$ cat config.mk
export PLATFORM = sky130hd
export DESIGN_NAME = lmcs_top
export DESIGN_NICKNAME = d
export VERILOG_FILES = /design/src/hdl/lmcs_pkg.sv /design/src/hdl/lmcs_top.sv
export SDC_FILE = /design/constraint.sdc
export NUM_CORES = 2
export LEC_CHECK = 0
export BUFFER_PORTS_ARGS = -buffer_cell sky130_fd_sc_hd__buf_2
export CAP_MARGIN = 10
export CORE_ASPECT_RATIO = 0.6
export CORE_MARGIN = 3
export CORE_UTILIZATION = 50
export DETAILED_ROUTE_END_ITERATION = 7
export PLACE_DENSITY_LB_ADDON = 0.08
export SYNTH_ARGS = -nofsm -noshare
export SYNTH_HDL_FRONTEND = slang
export SYNTH_SLANG_ARGS = --single-unit
$ cat constraint.sdc
create_clock -name clk -period 31.9 [get_ports clk]
set_input_delay 3.19 -clock clk [delete_from_list [all_inputs] [get_ports clk]]
set_output_delay 3.19 -clock clk [all_outputs]
set_load 0.005 [all_outputs]
$ cat src/hdl/lmcs_pkg.sv
/*
 Package for the laser modulation compensation and safety block: register
 offsets, field positions, reset values, timing counts and carrier structs.
 Assumes a 125 MHz system clock.
*/
package lmcs_pkg;
    localparam int LMCS_AW = 4;
    localparam int LMCS_DW = 16;
    localparam int LMCS_TW = 12;
    // Register indices (word offsets)
    localparam logic [3:0] LMCS_OFS_MOD_TARGET = 4'h0;
    localparam logic [3:0] LMCS_OFS_MOD_CEIL = 4'h1;
    localparam logic [3:0] LMCS_OFS_BIAS_REF = 4'h2;
    localparam logic [3:0] LMCS_OFS_BIAS_GAIN = 4'h3;
    localparam logic [3:0] LMCS_OFS_KNEE = 4'h4;
    localparam logic [3:0] LMCS_OFS_SLOPE = 4'h5;
    localparam logic [3:0] LMCS_OFS_FW_COEF = 4'h6;
    localparam logic [3:0] LMCS_OFS_COMP_CTL = 4'h7;
    localparam logic [3:0] LMCS_OFS_LD_CTL0 = 4'h8;
    localparam logic [3:0] LMCS_OFS_LD_CTL1 = 4'h9;
    localparam logic [3:0] LMCS_OFS_DAC = 4'ha;
    localparam logic [3:0] LMCS_OFS_STATUS = 4'hb;
    localparam logic [3:0] LMCS_OFS_PWR_MON = 4'hc;
    localparam logic [3:0] LMCS_OFS_BIAS_READING = 4'hd;
    localparam logic [3:0] LMCS_OFS_MOD_READING = 4'he;
    localparam logic [3:0] LMCS_OFS_TEMP_MON = 4'hf;
    // Compensation control fields
    localparam int LMCS_BIT_BIAS_EN = 0;
    localparam int LMCS_BIT_TEMP_EN = 1;
    localparam int LMCS_BIT_TEMP_SEL = 2;
    localparam int LMCS_BIT_FW_EN = 3;
    localparam logic [15:0] LMCS_RST_COMP_CTL = 16'h0002;
    // Control register 0/1 fields
    localparam int LMCS_BIT_SOFT_OFF = 0;
    localparam int LMCS_BIT_BYPASS = 1;
    localparam int LMCS_BIT_FAULT_CLR = 0;
    localparam int LMCS_BIT_NOLATCH = 1;
    // Slope exponent range
    localparam logic signed [4:0] LMCS_EXP_MIN = -5'sd12;
    localparam logic signed [4:0] LMCS_EXP_MAX = 5'sd11;
    // Detector count: supply, anode, cathode, photodiode, data output
    localparam int LMCS_NDET = 5;
    // Timing
    localparam int LMCS_CLK_KHZ = 125000;
    localparam int LMCS_ONESHOT_US = 3000;
    localparam int LMCS_ONESHOT_CYC = LMCS_ONESHOT_US * LMCS_CLK_KHZ / 1000;
    localparam int LMCS_SAMPLE_CYC = 256;
    localparam logic [15:0] LMCS_RST_CEIL = 16'h0fff;

    typedef struct packed {
        logic [LMCS_TW-1:0] pwr;
        logic [LMCS_TW-1:0] bias;
        logic [LMCS_TW-1:0] modm;
        logic [LMCS_TW-1:0] temp_int;
        logic [LMCS_TW-1:0] temp_ext;
    } lmcs_adc_s;

    typedef struct packed {
        logic laser_on;
        logic supply_closed;
        logic tx_fault;
    } lmcs_safe_s;
endpackage

$ cat src/hdl/lmcs_top.sv
/*
 Modulation DAC computation with bias or thermal compensation, and the laser
 safety logic. Assumes converter readings are synchronous to clk; detector
 flags, the disable pin and the bias-settled flag are asynchronous pins.
*/
// The register offsets and the address-and-strobe port were chosen for this implementation.
`timescale 1ns/10ps
module lmcs_top
    import lmcs_pkg::*;
#(
    parameter int ONESHOT_CYC = LMCS_ONESHOT_CYC,
    parameter int SAMPLE_CYC = LMCS_SAMPLE_CYC
)(
    // Clock, reset, enable
    input wire logic clk,
    input wire logic rst,
    input wire logic ce,
    // Register port
    input wire logic [LMCS_AW-1:0] addr,
    input wire logic [LMCS_DW-1:0] wdata,
    input wire logic wr,
    input wire logic rd,
    output logic [LMCS_DW-1:0] rdata,
    // Converter readings
    input wire lmcs_adc_s adc,
    // Pins
    input wire logic tx_dis,
    input wire logic [LMCS_NDET-1:0] det_fault,
    input wire logic bias_settled,
    // Laser controls
    output logic [LMCS_TW-1:0] mod_dac_value,
    output logic laser_on,
    output logic laser_supply_switch,
    output logic tx_fault
);
    typedef enum logic [1:0] {
        LMCS_ST_OFF = 2'b00,
        LMCS_ST_CHECK = 2'b01,
        LMCS_ST_SETTLE = 2'b10,
        LMCS_ST_RUN = 2'b11
    } lmcs_state_e;

    logic [15:0] mod_target_reg, mod_ceiling_reg, bias_reference_reg, gain_reg;
    logic [15:0] knee_reg, slope_reg, fw_coef_reg, comp_ctl_reg, ctl0_reg;
    logic [1:0] ctl1_reg;
    logic [LMCS_NDET-1:0] diag_reg;
    logic fault_latch_reg;
    lmcs_state_e state_reg;
    logic [31:0] shot_reg;
    logic [15:0] samp_reg;
    logic [LMCS_TW-1:0] bias_sample_reg;
    logic [LMCS_NDET+1:0] sync1_reg, sync2_reg;
    logic dis_prev_reg;
    logic clr_pulse;

    // Pin synchronisers
    always_ff @(posedge clk or posedge rst)
        if (rst)
        begin
            // Idle levels: disabled, unsettled, no detector fault
            sync1_reg <= {1'b1, 1'b0, {LMCS_NDET{1'b0}}};
            sync2_reg <= {1'b1, 1'b0, {LMCS_NDET{1'b0}}};
        end
        else if (ce)
        begin
            sync1_reg <= {tx_dis, bias_settled, det_fault};
            sync2_reg <= sync1_reg;
        end

    logic dis_s, settled_s;
    logic [LMCS_NDET-1:0] det_s;
    assign det_s = sync2_reg[LMCS_NDET-1:0];
    assign settled_s = sync2_reg[LMCS_NDET];
    assign dis_s = sync2_reg[LMCS_NDET+1];

    logic soft_off, bypass, nolatch, disabled, dis_fall, any_det, toggle;
    assign soft_off = ctl0_reg[LMCS_BIT_SOFT_OFF];
    assign bypass = ctl0_reg[LMCS_BIT_BYPASS];
    assign nolatch = ctl1_reg[LMCS_BIT_NOLATCH];
    assign disabled = dis_s | soft_off;
    assign any_det = |det_s;
    // Either disable source ends the latch
    assign dis_fall = dis_prev_reg & ~disabled;
    assign toggle = disabled;

    // Register writes
    always_ff @(posedge clk or posedge rst)
        if (rst)
        begin
            mod_target_reg <= 16'h0000;
            mod_ceiling_reg <= LMCS_RST_CEIL;
            bias_reference_reg <= 16'h0000;
            gain_reg <= 16'h0000;
            knee_reg <= 16'h0000;
            slope_reg <= 16'h0000;
            fw_coef_reg <= 16'h0000;
            comp_ctl_reg <= LMCS_RST_COMP_CTL;
            ctl0_reg <= 16'h0000;
            ctl1_reg <= 2'h0;
        end
        else if (ce && wr)
        begin
            unique case (addr)
                LMCS_OFS_MOD_TARGET: mod_target_reg <= wdata;
                LMCS_OFS_MOD_CEIL: mod_ceiling_reg <= wdata;
                LMCS_OFS_BIAS_REF: bias_reference_reg <= wdata;
                LMCS_OFS_BIAS_GAIN: gain_reg <= wdata;
                LMCS_OFS_KNEE: knee_reg <= wdata;
                LMCS_OFS_SLOPE: slope_reg <= wdata;
                LMCS_OFS_FW_COEF: fw_coef_reg <= wdata;
                LMCS_OFS_COMP_CTL: comp_ctl_reg <= wdata;
                LMCS_OFS_LD_CTL0: ctl0_reg <= wdata;
                LMCS_OFS_LD_CTL1: ctl1_reg <= {wdata[LMCS_BIT_NOLATCH], 1'b0};
                default: ;
            endcase
        end

    // Fault clear is a self-clearing write pulse
    assign clr_pulse = ce & wr & (addr == LMCS_OFS_LD_CTL1) & wdata[LMCS_BIT_FAULT_CLR];

    // Read port
    always_ff @(posedge clk or posedge rst)
        if (rst)
            rdata <= 16'h0000;
        else if (ce)
        begin
            rdata <= 16'h0000;
            if (rd)
            begin
                unique case (addr)
                    LMCS_OFS_MOD_TARGET: rdata <= mod_target_reg;
                    LMCS_OFS_MOD_CEIL: rdata <= mod_ceiling_reg;
                    LMCS_OFS_BIAS_REF: rdata <= bias_reference_reg;
                    LMCS_OFS_BIAS_GAIN: rdata <= gain_reg;
                    LMCS_OFS_KNEE: rdata <= knee_reg;
                    LMCS_OFS_SLOPE: rdata <= slope_reg;
                    LMCS_OFS_FW_COEF: rdata <= fw_coef_reg;
                    LMCS_OFS_COMP_CTL: rdata <= comp_ctl_reg;
                    LMCS_OFS_LD_CTL0: rdata <= ctl0_reg;
                    LMCS_OFS_LD_CTL1: rdata <= {14'h0, ctl1_reg};
                    LMCS_OFS_DAC: rdata <= {4'h0, mod_dac_value};
                    LMCS_OFS_STATUS: rdata <= {8'h0, state_reg, fault_latch_reg, diag_reg};
                    LMCS_OFS_PWR_MON: rdata <= {4'h0, adc.pwr};
                    LMCS_OFS_BIAS_READING: rdata <= {4'h0, adc.bias};
                    LMCS_OFS_MOD_READING: rdata <= {4'h0, adc.modm};
                    LMCS_OFS_TEMP_MON: rdata <= {4'h0, comp_ctl_reg[LMCS_BIT_TEMP_SEL] ? adc.temp_ext : adc.temp_int};
                    default: rdata <= 16'h0000;
                endcase
            end
        end

    // Compensation arithmetic
    function automatic logic signed [31:0] lmcs_shift(input logic signed [31:0] v,
                                                      input logic signed [4:0] e);
        logic signed [4:0] c;
        c = (e < LMCS_EXP_MIN) ? LMCS_EXP_MIN : ((e > LMCS_EXP_MAX) ? LMCS_EXP_MAX : e);
        if (c >= 0)
            lmcs_shift = v <<< c;
        else
            lmcs_shift = v >>> (-c);
    endfunction

    function automatic logic [LMCS_TW-1:0] lmcs_sat(input logic signed [31:0] v,
                                                    input logic [15:0] ceil);
        logic signed [31:0] cl;
        cl = $signed({16'h0, ceil});
        if (v < 0)
            lmcs_sat = '0;
        else if (v > cl)
            lmcs_sat = ceil[LMCS_TW-1:0];
        else
            lmcs_sat = v[LMCS_TW-1:0];
    endfunction

    logic [LMCS_TW-1:0] temp_now;
    logic signed [31:0] target_s, temp_term, bias_term, sum;
    logic temp_en, bias_en;
    assign temp_en = comp_ctl_reg[LMCS_BIT_TEMP_EN];
    assign bias_en = comp_ctl_reg[LMCS_BIT_BIAS_EN];
    assign temp_now = comp_ctl_reg[LMCS_BIT_TEMP_SEL] ? adc.temp_ext : adc.temp_int;
    assign target_s = $signed({16'h0, mod_target_reg});
    // Knee minus present temperature, shifted by the slope exponent; fw_coef_reg instead when LMCS_BIT_FW_EN is set
    assign temp_term = comp_ctl_reg[LMCS_BIT_FW_EN] ? $signed({{16{fw_coef_reg[15]}}, fw_coef_reg})
        : lmcs_shift($signed({20'h0, knee_reg[LMCS_TW-1:0]}) - $signed({20'h0, temp_now}),
                     $signed(slope_reg[4:0]));
    assign bias_term = ($signed({20'h0, bias_sample_reg}) - $signed({20'h0, bias_reference_reg[LMCS_TW-1:0]}))
        * $signed({16'h0, gain_reg}) / 32'sd100;
    always_comb
    begin
        if (temp_en)
            sum = target_s + temp_term;
        else if (bias_en)
            sum = target_s + bias_term;
        else
            sum = target_s;
    end

    // Periodic bias sampling
    always_ff @(posedge clk or posedge rst)
        if (rst)
        begin
            samp_reg <= 16'h0000;
            bias_sample_reg <= '0;
        end
        else if (ce)
        begin
            if (samp_reg >= 16'(SAMPLE_CYC - 1))
            begin
                samp_reg <= 16'h0000;
                bias_sample_reg <= adc.bias;
            end
            else
                samp_reg <= samp_reg + 16'h0001;
        end

    always_ff @(posedge clk or posedge rst)
        if (rst)
            mod_dac_value <= '0;
        else if (ce)
            mod_dac_value <= lmcs_sat(sum, mod_ceiling_reg);

    // Safety sequencer
    always_ff @(posedge clk or posedge rst)
        if (rst)
        begin
            state_reg <= LMCS_ST_OFF;
            shot_reg <= 32'h0;
            dis_prev_reg <= 1'b1;
        end
        else if (ce)
        begin
            dis_prev_reg <= disabled;
            unique case (state_reg)
                LMCS_ST_OFF:
                    if (dis_fall)
                        state_reg <= LMCS_ST_CHECK;
                LMCS_ST_CHECK:
                begin
                    shot_reg <= 32'(ONESHOT_CYC - 1);
                    state_reg <= disabled ? LMCS_ST_OFF : LMCS_ST_SETTLE;
                end
                LMCS_ST_SETTLE:
                    if (disabled)
                        state_reg <= LMCS_ST_OFF;
                    else if (shot_reg == 32'h0)
                        state_reg <= LMCS_ST_RUN;
                    else
                        shot_reg <= shot_reg - 32'h1;
                LMCS_ST_RUN:
                    if (disabled)
                        state_reg <= LMCS_ST_OFF;
            endcase
        end

    // Fault latch and diagnostic bits
    logic shot_fail, fault_evt;
    assign shot_fail = (state_reg == LMCS_ST_SETTLE) & (shot_reg == 32'h0) & ~settled_s;
    assign fault_evt = (any_det & ~disabled) | ((state_reg == LMCS_ST_CHECK) & any_det) | shot_fail;
    always_ff @(posedge clk or posedge rst)
        if (rst)
        begin
            fault_latch_reg <= 1'b0;
            diag_reg <= '0;
        end
        else if (ce)
        begin
            if (fault_evt)
                fault_latch_reg <= 1'b1;
            else if (toggle || (bypass && clr_pulse) || nolatch)
                fault_latch_reg <= 1'b0;
            diag_reg <= nolatch ? det_s : (diag_reg & ~{LMCS_NDET{toggle | (bypass & clr_pulse)}}) | det_s;
        end

    // Outputs
    logic fault_now, cut;
    assign fault_now = nolatch ? (any_det | shot_fail) : (fault_latch_reg | fault_evt);
    assign cut = disabled | (fault_now & ~bypass) | (state_reg != LMCS_ST_RUN);
    always_ff @(posedge clk or posedge rst)
        if (rst)
        begin
            tx_fault <= 1'b0;
            laser_on <= 1'b0;
            laser_supply_switch <= 1'b0;
        end
        else if (ce)
        begin
            tx_fault <= fault_now;
            laser_on <= ~cut;
            laser_supply_switch <= ~cut;
        end
endmodule // lmcs_top

==> impl_metrics.env <==
export IMPL_crit_path_start_kind="register"
export IMPL_status="complete, but fails checks"
export IMPL_first_iter_violations=3452
export IMPL_crit_arrival_ns=31.10
export IMPL_flow_area_growth_from_synthesis_pct=10.1
export IMPL_first_global_vias=27390
export IMPL_timing_critical_path_mode_cell="a21o_1"
export IMPL_grt_overflow_total=0
export IMPL_design_die_area_mm2=0.0645
export IMPL_route_antenna_remaining_nets=0
export IMPL_antenna_found_initial=0
export IMPL_netlist_top_cell_by_area="dfrtp_1"
export IMPL_hold_viol=0
export IMPL_tritoncts="built"
export IMPL_hold_ws_ns=0.489
export IMPL_required_time_of_the_worst_setup_path_ns=32.36
export IMPL_dp_cells=4453
export IMPL_tightest_slew_margin_relative_to_the_limit_pct=4.94
export IMPL_stdcell_count=4535
export IMPL_grtUsageTotal_pct=32.3
export IMPL_worst_tran_pin_value_ns=1.42
export IMPL_ys_ff_latch=258
export IMPL_fp_dieH_um=198
export IMPL_detailedPlacementHpwl_um=82900
export IMPL_min_period_ns=30.64
export IMPL_rows=69
export IMPL_gp_congestion=1.00
export IMPL_drt_drc_violations_left=9
export IMPL_clk_pin_slew_worst_paths_ns=0.07
export IMPL_chip_width_um=326
export IMPL_port_buffer_count=122
export IMPL_synth_async_reset_ratio_pct=100
export IMPL_dr_pass1_iters=8
export IMPL_timing_critical_path_slowest_stage_cell="or4_4"
export IMPL_clock_tree_htree_level_count=1
export IMPL_synth_cell_types=135
export IMPL_count_of_clock_tree_sinks=258
export IMPL_io_pin_count=123
export IMPL_violations="design-rule violations"
export IMPL_drive_gt1_share_pct=16.4
export IMPL_finalSetupViolations=0
export IMPL_yosysSeqAreaShare_pct=21.1
export IMPL_syn_inst=3628
export IMPL_ys_warn_count=0
export IMPL_timing_final_max_slew_violations=0
export IMPL_fmaxAchievable_mhz=32.6
export IMPL_global_route_wire_length_before_repair_um=165000
export IMPL_critPathCaptureType="register"
export IMPL_clkLatencyLatePin_ns=0.55
export IMPL_primary_ff_master_synth="dfrtp_1"
export IMPL_max_clock_path_buffers=3
export IMPL_most_repeated_cell_in_the_gate_level_netlist_after_synthesis="nand2_1"
export IMPL_synth_commonest_cells="nand2_1 (432), inv_1 (249), dfrtp_1 (242), nor2_1 (240), o21ai_0 (199)"
export IMPL_floorplan_initialDensity_pct=51.2
export IMPL_setup_worst_path_class="register to register"
export IMPL_maxcap_violations=0
export IMPL_crit_fanout=16
export IMPL_postRouteWirelength_um=108000
export IMPL_synth_net_count=4063
export IMPL_post_synth_instance_area_mm2=0.0307
export IMPL_wl_per_cell_um=23.8
export IMPL_antennaDiodeCount=0
export IMPL_ctsRootBufferMaster="clkbuf_16"
export IMPL_detail_route_vias_per_cell=6.46
export IMPL_hp_class="register to register"
export IMPL_synth_avg_cell_area_um2=8.46
export IMPL_cts_hold_repair_buffers=0
export IMPL_grt_max_degree=115
export IMPL_ys_top_cells_by_area="dfrtp_1 (20%), fa_1 (10%), ha_1 (7.5%), nand2_1 (5.3%), mux2_2 (4.8%)"
export IMPL_core_mm2=0.0599
export IMPL_slowest_delay_ns=0.67
export IMPL_design_final_nets=4138
export IMPL_max_reg_flops=32
export IMPL_synth_edff_count=0
export IMPL_setup_tns_ns=0
export IMPL_route_vias_total=29286
export IMPL_cts_buffers=23
export IMPL_finClkSkew_ns=0.0296
export IMPL_timing_final_crit_share_pct=96.0
export IMPL_yosys_area_top_type_share_pct=19.7
==> through the flow <==
stage	util (%)	setup WS, ns	area, um2
finish	56.4	1.26	33800
detailed placement	53.7	0.110	32200
global placement	53.7	0.824	32200
CTS	55.1	0.00745	33000
floorplan	-	4.55	30700
global route	56.4	-0.215	33800
==> cells in the final DEF (no fill, tap or decap), types with 20 or more instances in the layout <==
cell type and n:
mux2i_1 67, dfrtp_1 242, a21oi_1 188, xnor2_1 112
nor4_1 23, ha_1 185, mux2_2 130, a31oi_1 40
o21a_1 22, o221ai_1 20, a22o_1 21, xor2_1 55
and3_1 20, a211oi_1 21, nor2_1 235, a221oi_1 24
o211ai_1 33, and2_1 81, or3_1 24, fa_1 158
nand4_1 30, nand2b_1 49, nor3_1 51, clkbuf_16 23
buf_4 90, nand2_1 431, nand3_1 89, o21ai_0 195
a21o_1 72, inv_1 248, a22oi_1 53, buf_2 122
o21ai_1 29, nor2b_1 40
==> path summary, 6_finish.rpt <==
kind	startpoint	to	slack, ns	depth (start not counted)
min reg2reg	rdata[14]	rdata[14]	0.49	1
min	rdata[14]	rdata[14]	0.49	1
max in group asynchronous	rst	gain_reg[0]	27.43	3
max reg2reg	bias_reference_reg[1]	mod_dac_value[0]	1.26	120
max	bias_reference_reg[1]	mod_dac_value[0]	1.26	120
min in group asynchronous	rst	knee_reg[2]	2.80	2
==> layout make-up <==
type	instances	area [um2]
flip-flops and latches	258	6480
repair buffers	212	1290
clock buffers	27	611
well taps	816	1020
multi-input cells	2958	23300
fillers	5497	26100
clock inverters	14	183
inverters	250	946
==> repair_timing <==
item,in CTS,in global routing
buffers inserted,0,40
resized for setup,0,97
setup endpoints to repair,0,12
==> per-layer routing <==
metal  vias up  GRT usage, %  wire length, um
met5         -             0                0
met4         0          4.43             1670
met3       167          9.48            12800
met2      1490          44.7            42600
met1     14426          50.3            50700
li1      13203             -                -
==> kinds of logic (layout without fill, tap and decap cells) <==
logic type      count (synthesis)  count (layout)  share of synthesized area [%]
simple gates                 1196            1196                           18.9
flops                         258             258                           21.1
mux                           213             213                           7.54
xor+xnor                      191             192                           5.77
fa+ha+maj                     349             349                           18.0
compound gates               1008            1008                           23.4
buf+inv                       413             503                           5.25
==> critical path, delay by kind of cell (launching register included) <==
family / cells / cell delay [ns]
AO/OA/AOI/OAI: 61 / 14.48
AND/OR/NAND/NOR: 30 / 7.27
adder cells (fa/ha/maj): 11 / 4.74
multiplexers: 5 / 1.42
XOR/XNOR: 5 / 1.12
buffers and inverters: 8 / 1.04
flip-flops: 1 / 0.41
Power is not shown: default switching activity piles up to over one toggle a cycle in this logic, so the estimate is an artifact.
